===== src/shared/ptev_regs.svh =====
// register offsets, field positions and reset values of the pin task
// and event unit; assumes byte addresses on a 12-bit register port
`ifndef PTEV_REGS_SVH
`define PTEV_REGS_SVH

// ---------------------------------------------------------------
// sizes
// ---------------------------------------------------------------
`define PTEV_NUM_CH 8
`define PTEV_NUM_PIN 32
`define PTEV_ADDR_W 12

// ---------------------------------------------------------------
// register offsets, stride 4 per channel
// ---------------------------------------------------------------
`define PTEV_TASK_OUT_OFS 12'h000
`define PTEV_TASK_SET_OFS 12'h030
`define PTEV_TASK_LOW_OFS 12'h060
`define PTEV_EV_IN_OFS 12'h100
`define PTEV_EV_PORT_OFS 12'h17C
`define PTEV_IRQ_SET_OFS 12'h304
`define PTEV_IRQ_CLR_OFS 12'h308
`define PTEV_CONFIG_OFS 12'h510
`define PTEV_STRIDE 12'h004

// ---------------------------------------------------------------
// config word fields
// ---------------------------------------------------------------
`define PTEV_CFG_MODE_LSB 0
`define PTEV_CFG_PSEL_LSB 8
`define PTEV_CFG_POL_LSB 16
`define PTEV_CFG_INIT_BIT 20
`define PTEV_CFG_RESET 32'h00000000

// ---------------------------------------------------------------
// interrupt enable layout
// ---------------------------------------------------------------
`define PTEV_IRQ_PORT_BIT 31
`define PTEV_IRQ_MASK 32'h800000FF
`define PTEV_IRQ_RESET 32'h00000000

`endif


===== src/shared/ptev_pkg.sv =====
// types shared by the pin task and event unit
// assumes the register header is compiled alongside
package ptev_pkg;

    // channel mode
    typedef enum logic [1:0] {
        ptev_mode_off = 2'b00,
        ptev_mode_event = 2'b01,
        ptev_mode_task = 2'b11
    } ptev_mode_type;

    // task action and event condition share one field
    typedef enum logic [1:0] {
        ptev_pol_none = 2'b00,
        ptev_pol_high = 2'b01,
        ptev_pol_low = 2'b10,
        ptev_pol_toggle = 2'b11
    } ptev_pol_type;

endpackage


===== src/logic/ptev_sync.sv =====
// three-stage input synchroniser with agreement filter
// assumes asynchronous inputs and the core clock
`timescale 1ns/1ps
`default_nettype none

module ptev_sync #(
    parameter int WIDTH = 1
) (
    // clock and reset
    input wire logic core_clk,
    input wire logic rst_n,
    // levels
    input wire logic [WIDTH-1:0] async_in,
    output logic [WIDTH-1:0] sync_out
);

    logic [WIDTH-1:0] s1_reg;
    logic [WIDTH-1:0] s2_reg;
    logic [WIDTH-1:0] s3_reg;
    logic [WIDTH-1:0] out_next;

    // accept a change only once stages two and three agree
    always_comb begin
        out_next = sync_out;
        for (int i = 0; i < WIDTH; i++) begin
            if (s2_reg[i] == s3_reg[i]) begin
                out_next[i] = s3_reg[i];
            end
        end
    end

    // stage registers
    always_ff @(posedge core_clk or negedge rst_n) begin
        if (!rst_n) begin
            s1_reg <= '0;
            s2_reg <= '0;
            s3_reg <= '0;
            sync_out <= '0;
        end else begin
            s1_reg <= async_in;
            s2_reg <= s1_reg;
            s3_reg <= s2_reg;
            sync_out <= out_next;
        end
    end

endmodule

`default_nettype wire


===== src/logic/ptev_top.sv =====
// pin task and event unit: eight channels tied to pads, port event
// assumes the gpio module supplies out/dir defaults and the watch level
// Notes on behaviour
// RULE1 - eight independent channels, each bound to one selected pin
// RULE2 - per channel: set task, drive-low task, configurable task
// RULE3 - set task drives pin high, drive-low task drives it low
// RULE4 - configurable task sets, clears or inverts per action field
// RULE5 - channel event on rising, falling or any change of its pin
// RULE6 - controlled pin ignores gpio output value and gpio writes
// RULE7 - disabled channel returns pin to gpio value and configuration
// RULE8 - same-cycle priority: configurable, then drive-low, then set
// RULE9 - no-action configurable task still wins, pin stays unchanged
// RULE10 - entering task mode drives pin to initial level
// RULE11 - combined event on each rising edge of watch signal
// RULE12 - software clears watch sources before idle sleep
// RULE13 - latched source still high after clear gives fresh rising edge
// RULE14 - off request while watch high gives wakeup reset
// RULE15 - combined event wakes sleeping processor
// RULE16 - software masks, configures, clears flag, then unmasks
// RULE17 - event mode forces input, task mode forces output
// RULE18 - software changes pin select only while disabled
// RULE19 - event flags sticky until written zero; enabled flag interrupts
`timescale 1ns/1ps
`default_nettype none
`include "ptev_regs.svh"

module ptev_top #(
    parameter int NCH = `PTEV_NUM_CH,
    parameter int NPIN = `PTEV_NUM_PIN
) (
    // clock and reset
    input wire logic core_clk,
    input wire logic rst_n,
    // register port
    input wire logic [`PTEV_ADDR_W-1:0] reg_addr,
    input wire logic [31:0] reg_wdata,
    input wire logic reg_wr,
    input wire logic reg_rd,
    output logic [31:0] reg_rdata,
    // interconnect tasks and events
    input wire logic [NCH-1:0] task_out_trig,
    input wire logic [NCH-1:0] task_set_trig,
    input wire logic [NCH-1:0] drive_low_task_trig,
    output logic [NCH-1:0] event_in_pulse,
    output logic event_port_pulse,
    // gpio module defaults and watch sources
    input wire logic [NPIN-1:0] gpio_out_val,
    input wire logic [NPIN-1:0] gpio_dir_val,
    input wire logic gpio_latched_mode,
    input wire logic gpio_latch_any,
    input wire logic gpio_latch_clear,
    // pads
    input wire logic [NPIN-1:0] pad_in,
    input wire logic pad_detect,
    output logic [NPIN-1:0] pad_out,
    output logic [NPIN-1:0] pad_oe,
    // system
    input wire logic sys_off_req,
    output logic wake_reset,
    output logic wake_req,
    output logic irq
);
    import ptev_pkg::*;

    localparam int PW = $clog2(NPIN);

    // ---------------------------------------------------------------
    // pad input synchronisers
    // ---------------------------------------------------------------
    logic [NPIN-1:0] pin_s;
    logic det_s;

    ptev_sync #(.WIDTH(NPIN + 1)) u_sync (
        .core_clk(core_clk),
        .rst_n(rst_n),
        .async_in({pad_detect, pad_in}),
        .sync_out({det_s, pin_s})
    );

    // ---------------------------------------------------------------
    // channel state
    // ---------------------------------------------------------------
    ptev_mode_type mode_reg [NCH];
    logic [PW-1:0] psel_reg [NCH];
    ptev_pol_type pol_reg [NCH];
    logic init_reg [NCH];
    logic level_reg [NCH];
    logic [NCH-1:0] ev_in_reg;
    logic [NCH-1:0] hit;

    genvar g;
    generate
        for (g = 0; g < NCH; g++) begin : gen_ch
            logic do_out;
            logic do_set;
            logic do_low;
            logic cfg_wr;
            logic ev_clr;
            logic sel_pin;
            logic prev_reg;
            ptev_mode_type mode_next;
            logic [PW-1:0] psel_next;
            ptev_pol_type pol_next;
            logic init_next;
            logic level_next;
            logic ev_next;

            // task triggers from the port and from register writes
            assign do_out = task_out_trig[g] | (reg_wr & reg_wdata[0] &
                (reg_addr == `PTEV_TASK_OUT_OFS + `PTEV_STRIDE * 12'(g)));
            assign do_set = task_set_trig[g] | (reg_wr & reg_wdata[0] &
                (reg_addr == `PTEV_TASK_SET_OFS + `PTEV_STRIDE * 12'(g)));
            assign do_low = drive_low_task_trig[g] | (reg_wr & reg_wdata[0] &
                (reg_addr == `PTEV_TASK_LOW_OFS + `PTEV_STRIDE * 12'(g)));
            assign cfg_wr = reg_wr &
                (reg_addr == `PTEV_CONFIG_OFS + `PTEV_STRIDE * 12'(g));
            assign ev_clr = reg_wr & ~reg_wdata[0] &
                (reg_addr == `PTEV_EV_IN_OFS + `PTEV_STRIDE * 12'(g));
            assign sel_pin = pin_s[psel_reg[g]]; // [RULE1]

            // edge detection in event mode
            always_comb begin
                hit[g] = 1'b0;
                if (mode_reg[g] == ptev_mode_event) begin
                    case (pol_reg[g])
                        ptev_pol_high: hit[g] = sel_pin & ~prev_reg; // [RULE5]
                        ptev_pol_low: hit[g] = ~sel_pin & prev_reg; // [RULE5]
                        ptev_pol_toggle: hit[g] = sel_pin ^ prev_reg; // [RULE5]
                        default: hit[g] = 1'b0;
                    endcase
                end
            end

            // next config, level and flag
            always_comb begin
                mode_next = mode_reg[g];
                psel_next = psel_reg[g];
                pol_next = pol_reg[g];
                init_next = init_reg[g];
                level_next = level_reg[g];
                if (cfg_wr) begin
                    mode_next = ptev_mode_type'(reg_wdata[`PTEV_CFG_MODE_LSB +: 2]);
                    psel_next = reg_wdata[`PTEV_CFG_PSEL_LSB +: PW];
                    pol_next = ptev_pol_type'(reg_wdata[`PTEV_CFG_POL_LSB +: 2]);
                    init_next = reg_wdata[`PTEV_CFG_INIT_BIT];
                end
                // configurable task first, then drive-low, then set
                if (mode_reg[g] == ptev_mode_task) begin
                    if (do_out) begin // [RULE8]
                        case (pol_reg[g])
                            ptev_pol_high: level_next = 1'b1; // [RULE4]
                            ptev_pol_low: level_next = 1'b0; // [RULE4]
                            ptev_pol_toggle: level_next = ~level_reg[g]; // [RULE4]
                            default: level_next = level_reg[g]; // [RULE9]
                        endcase
                    end else if (do_low) begin
                        level_next = 1'b0; // [RULE3] [RULE2]
                    end else if (do_set) begin
                        level_next = 1'b1; // [RULE3] [RULE2]
                    end
                end
                // entering task mode loads the initial level
                if (mode_next == ptev_mode_task && mode_reg[g] != ptev_mode_task) begin
                    level_next = init_next; // [RULE10]
                end
                ev_next = hit[g] | (ev_in_reg[g] & ~ev_clr); // [RULE19]
            end

            // channel registers
            always_ff @(posedge core_clk or negedge rst_n) begin
                if (!rst_n) begin
                    mode_reg[g] <= ptev_mode_off;
                    psel_reg[g] <= '0;
                    pol_reg[g] <= ptev_pol_none;
                    init_reg[g] <= 1'b0;
                    level_reg[g] <= 1'b0;
                    ev_in_reg[g] <= 1'b0;
                    prev_reg <= 1'b0;
                    event_in_pulse[g] <= 1'b0;
                end else begin
                    mode_reg[g] <= mode_next;
                    psel_reg[g] <= psel_next;
                    pol_reg[g] <= pol_next;
                    init_reg[g] <= init_next;
                    level_reg[g] <= level_next;
                    ev_in_reg[g] <= ev_next;
                    prev_reg <= sel_pin;
                    event_in_pulse[g] <= hit[g];
                end
            end

        end
    endgenerate

    // ---------------------------------------------------------------
    // pad ownership
    // ---------------------------------------------------------------
    logic [NPIN-1:0] pad_out_next;
    logic [NPIN-1:0] pad_oe_next;

    // gpio values unless a channel owns the pin
    always_comb begin
        pad_out_next = gpio_out_val; // [RULE7]
        pad_oe_next = gpio_dir_val; // [RULE7]
        for (int p = 0; p < NPIN; p++) begin
            for (int c = 0; c < NCH; c++) begin
                if (psel_reg[c] == PW'(p)) begin
                    if (mode_reg[c] == ptev_mode_task) begin
                        pad_out_next[p] = level_reg[c]; // [RULE6]
                        pad_oe_next[p] = 1'b1; // [RULE17]
                    end else if (mode_reg[c] == ptev_mode_event) begin
                        pad_oe_next[p] = 1'b0; // [RULE17]
                    end
                end
            end
        end
    end

    // ---------------------------------------------------------------
    // combined watch, port event, wakeup
    // ---------------------------------------------------------------
    logic gap_reg;
    logic watch;
    logic watch_prev_reg;
    logic port_rise;
    logic ev_port_reg;
    logic ev_port_next;
    logic port_clr;

    // a latch clear forces one low cycle so a held latch re-rises
    assign watch = gpio_latched_mode ? (gpio_latch_any & ~gap_reg) : det_s; // [RULE13]
    assign port_rise = watch & ~watch_prev_reg; // [RULE11]
    assign port_clr = reg_wr & ~reg_wdata[0] & (reg_addr == `PTEV_EV_PORT_OFS);
    assign ev_port_next = port_rise | (ev_port_reg & ~port_clr); // [RULE19]

    // ---------------------------------------------------------------
    // interrupt enable and read port
    // ---------------------------------------------------------------
    logic [31:0] inten_reg;
    logic [31:0] inten_next;
    logic [31:0] rdata_next;
    logic [31:0] flags;

    assign flags = {ev_port_reg, {(31 - NCH){1'b0}}, ev_in_reg};

    // enable set and clear writes
    always_comb begin
        inten_next = inten_reg;
        if (reg_wr && reg_addr == `PTEV_IRQ_SET_OFS) begin
            inten_next = inten_reg | (reg_wdata & `PTEV_IRQ_MASK);
        end else if (reg_wr && reg_addr == `PTEV_IRQ_CLR_OFS) begin
            inten_next = inten_reg & ~reg_wdata;
        end
    end

    // read decode, unmapped reads zero
    always_comb begin
        rdata_next = 32'h00000000;
        if (reg_addr == `PTEV_EV_PORT_OFS) begin
            rdata_next = {31'h00000000, ev_port_reg};
        end else if (reg_addr == `PTEV_IRQ_SET_OFS || reg_addr == `PTEV_IRQ_CLR_OFS) begin
            rdata_next = inten_reg;
        end else begin
            for (int c = 0; c < NCH; c++) begin
                if (reg_addr == `PTEV_EV_IN_OFS + `PTEV_STRIDE * 12'(c)) begin
                    rdata_next = {31'h00000000, ev_in_reg[c]};
                end
                if (reg_addr == `PTEV_CONFIG_OFS + `PTEV_STRIDE * 12'(c)) begin
                    rdata_next[`PTEV_CFG_MODE_LSB +: 2] = mode_reg[c];
                    rdata_next[`PTEV_CFG_PSEL_LSB +: PW] = psel_reg[c];
                    rdata_next[`PTEV_CFG_POL_LSB +: 2] = pol_reg[c];
                    rdata_next[`PTEV_CFG_INIT_BIT] = init_reg[c];
                end
            end
        end
        if (!reg_rd) begin
            rdata_next = 32'h00000000;
        end
    end

    // shared registers
    always_ff @(posedge core_clk or negedge rst_n) begin
        if (!rst_n) begin
            pad_out <= '0;
            pad_oe <= '0;
            gap_reg <= 1'b0;
            watch_prev_reg <= 1'b0;
            ev_port_reg <= 1'b0;
            event_port_pulse <= 1'b0;
            wake_req <= 1'b0;
            wake_reset <= 1'b0;
            inten_reg <= `PTEV_IRQ_RESET;
            reg_rdata <= 32'h00000000;
            irq <= 1'b0;
        end else begin
            pad_out <= pad_out_next;
            pad_oe <= pad_oe_next;
            gap_reg <= gpio_latch_clear;
            watch_prev_reg <= watch;
            ev_port_reg <= ev_port_next;
            event_port_pulse <= port_rise;
            wake_req <= port_rise; // [RULE15]
            wake_reset <= sys_off_req & watch; // [RULE14]
            inten_reg <= inten_next;
            reg_rdata <= rdata_next;
            irq <= |(flags & inten_reg); // [RULE19]
        end
    end
endmodule

`default_nettype wire


===== config.mk =====
export PLATFORM = sky130hd
export DESIGN_NAME = ptev_top
export DESIGN_NICKNAME = d
export VERILOG_FILES = /design/src/shared/ptev_pkg.sv /design/src/logic/ptev_sync.sv /design/src/logic/ptev_top.sv
export VERILOG_INCLUDE_DIRS = /design/src /design/src/shared
export SDC_FILE = /design/constraint.sdc
export NUM_CORES = 1
export LEC_CHECK = 0
export BUFFER_PORTS_ARGS = -buffer_cell sky130_fd_sc_hd__buf_2
export CORE_MARGIN = 4
export CORE_UTILIZATION = 40
export DETAILED_ROUTE_END_ITERATION = 7
export GPL_TIMING_DRIVEN = 0
export PLACE_DENSITY_LB_ADDON = 0.12
export SLEW_MARGIN = 40
export SYNTH_ARGS = -nofsm -noshare
export SYNTH_HDL_FRONTEND = slang
export SYNTH_SLANG_ARGS = --single-unit

===== constraint.sdc =====
create_clock -name core_clk -period 5.85 [get_ports core_clk]
set_input_delay 0 -clock core_clk [delete_from_list [all_inputs] [get_ports core_clk]]
set_output_delay 0 -clock core_clk [all_outputs]
set_load 0.01 [all_outputs]

==> results by group <==
Run status
  – Outcome: complete, but fails checks
  – Failing checks: negative hold slack

Detailed routing
  – DRT Pass-1 Iters: 8
  – Drt wl/cell: about 36 um
  – Via-to-Cell Ratio: 6.76
  – Final WL: 144,000 um
  – DRC errors left: 0
  – Vias: approximately 27,000
  – Drt initial violations: ~4,300
  – Routed Antenna Nets: 0

Floorplan
  – Vert. Die Dim: 260 um
  – Die X: 260 um
  – DIE AREA: between 60,000 and 70,000 um2
  – Cell Rows: 92
  – Initial core utilization: 40.4%
  – Core area: 63,000 um2
  – # IOs: between 200 and 300

Clock tree
  – Clock Latency Late Sink: 610 ps
  – Max Root-Sink Buffers: 3
  – TritonCTS Buffers: 43
  – Post-CTS Setup Repair Bufs: 0
  – CTS tree: done
  – Root buffer cell: clkbuf_16
  – Cts repair resizes: 0
  – Clk slew on worst S/H paths: ~60 ps
  – CTS HTree Levels: 2
  – # clock sinks: 378

Logic synthesis
  – Async set or reset register ratio after synthesis: 100%
  – Avg Cell Area, Syn: 9.45 um2
  – Cells after synthesis: 2,692
  – Post-synthesis sequential area ratio: 37.2%
  – Seq cells post-synth: 378
  – Area leader, netlist: dfrtp_1
  – Primary FF master, synth: dfrtp_1
  – Top post-synthesis cells by area: dfrtp_1 (37%), mux4_2 (7.1%), nand2_1 (3.7%)
  – Share of the synthesized area in the top cell type: 37.2%
  – Area of the mapped netlist: 25,400 um2
  – Yosys cell types: 102
  – Yosys warning total: 0
  – Syn_nets: roughly 2,900
  – Post-synth EDFFs: 0

Finish
  – Largest register FFs: 40
  – Fin nets: 3,335
  – Finished Layout Cells: 4,001
  – Ratio of cells with drive above 1 in the final layout: 22.7%
  – Post-Layout Inst Area: 30,700 um2
  – Syn-to-layout area delta: 20.7%

STA
  – Fin crit share: between 60% and 70%
  – Worst slew pin tran: 1020 ps
  – Unrepaired setup endpoints after global routing: false
  – Fin. max-slew vios: 0
  – Finish-stage setup viols: 0
  – Max Clock Freq: 263 MHz
  – WHS: -2.99 ps
  – Post-Route Skew: about 32 ps
  – Fin crit period: 3800 ps
  – Hold Fails Final Rpt: 2
  – Setup_tns: 0 ps
  – Headroom to the max-slew limit: 31.6%

Placement
  – Gpl congestion: 1.09
  – Final HPWL DP: 114,000 um
  – IO buf count: 279
  – DP Cell Count: 3,823
  – Post-Place Cell Area: 28,200 um2

GRT
  – Tot GR Track Use: 41.2%
  – Global-route wire length before repair: 198,000 um
  – Vias in the first global route: 25,300
  – Congestion Overflow GR: 0
  – Largest net degree at the start of global routing: 84
  – Initial antenna violation count: 8

Hold path
  – Hold Crit Class: input pin to asynchronous set/reset pin

Setup path
  – Worst Path Required: 6390 ps
  – Crit path max fanout: 10
  – Startpoint types: register
  – Critical Path AT: 4340 ps
  – FF-to-FF Start: psel_reg[36]
  – WS Path Type: register to register
  – CP Capture Type: register
  – Setup crit start: psel_reg[36]

Power and ir drop
  – Pwr/cell area: 204 nW/um2
  – Leak pwr: 12.3 nW
  – Worst VDD drop: around 0.29 mV

Flow run
  – Max cap viols: 0
-- worst paths after layout --
check | end | slack (ps) | depth (start not counted)
max | ev_in_reg[0] | 2050 | 9
min | pad_oe[10] | -3 | 3
max reg2reg | ev_in_reg[0] | 2050 | 9
min reg2reg | u_sync.s2_reg[32] | 350 | 0
max in group asynchronous | u_sync.s2_reg[29] | 4320 | 6
min in group core_clk | u_sync.s1_reg[0] | 50 | 2
-- final cells by class --
type / instances / area, um2
Fill cell: 5859 / 32300
Multi-Input combinational cell: 2034 / 14900
Sequential cell: 378 / 9460
Timing Repair Buffer: 381 / 2510
Clock buffer: 59 / 1220
Buffer: 234 / 1070
Tap cell: 846 / 1060
Clock inverter: 20 / 253
Inverter: 46 / 173
Antenna cell: 3 / 7.51
-- cell families after synthesis --
family | Yosys count | synth area share [%]
xor gates and xnor gates | 3 | 0.103
muxes | 202 | 12.4
AOI/OAI and AO/OA | 733 | 19.9
adders and majority gates | 77 | 3.46
buffers and inverters | 280 | 4.78
and+or+nand+nor | 1019 | 22.1
DFF | 378 | 37.2
-- cells in the final DEF (no fill, tap or decap), types with 17 or more instances in the layout --
cell,n
nor2b_1,38
o211ai_1,24
o21ai_0,129
a22o_1,24
o221ai_1,33
mux2_2,76
inv_1,45
a211oi_1,38
and3_1,25
nand2_1,252
maj3_1,33
a221oi_1,28
dfrtp_1,378
and2_1,43
a22oi_1,43
nand2b_1,52
o22ai_1,65
nand3b_1,17
mux2i_1,37
nor2_1,194
clkbuf_1,124
clkbuf_16,43
a21oi_1,126
nand3_1,101
nand4_1,24
mux4_2,80
a21boi_0,26
dlygate4sd3_1,95
nand4b_1,22
clkbuf_2,22
a31oi_1,37
ha_1,44
and4b_1,18
nor3_1,73
buf_2,350
-- metal layers --
layer	track usage (%)	wire length, um
met5	0	69
met3	12.1	16900
met1	55.4	56700
met4	19.4	8680
met2	61.2	61900
-- synth_stat cells, drive strengths merged (40+ instances only) --
| master | count |
|---|---|
| a21oi | 127 |
| a22oi | 43 |
| and2 | 45 |
| buf | 96 |
| clkbuf | 138 |
| dfrtp | 378 |
| ha | 44 |
| inv | 45 |
| mux2 | 83 |
| mux4 | 80 |
| nand2 | 253 |
| nand2b | 52 |
| nand3 | 104 |
| nor2 | 201 |
| nor2b | 40 |
| nor3 | 81 |
| o21ai | 131 |
| o22ai | 65 |
-- timing repair --
| action | CTS | global route |
|---|---|---|
| hold buffers | 95 | 0 |
| setup endpoints to repair | 0 | 0 |
| hold endpoints to repair | 362 | 0 |
-- power by group --
| group | leakage (nW) | total [W] | internal [W] | switching (W) |
|---|---|---|---|---|
| Clock | 0.715 | 0.00279 | 0.00162 | 0.00118 |
| Combinational | 6.82 | 0.000654 | 0.000280 | 0.000374 |
| Sequential | 4.80 | 0.00282 | 0.00270 | 0.000111 |
| Total | 12.3 | 0.00626 | 0.00460 | 0.00166 |
-- through the flow --
step | worst slack (ps) | hold slack (ps) | total power, W | util, %
finish | 2050 | -2.99 | 0.00626 | 48.7
CTS | 1960 | 2.27 | 0.00626 | 48.6
detailed placement | 1980 | -175 | 0.00344 | 44.8
global placement | -2270 | 109 | 0.00342 | 44.3
global route | 1960 | 44.9 | 0.00644 | 48.7
floorplan | 3240 | -296 | 0.00307 | -
-- critical path, cell delays in order, from the launching register on --
cell,delay [ps]
dfrtp_1,370
clkbuf_1,400
clkbuf_1,710
mux4_2,420
mux4_2,490
mux2i_1,360
ha_1,300
nand2b_1,150
a21oi_1,370
nand2b_1,160
Note: power is estimated with default switching activity, not from simulation.
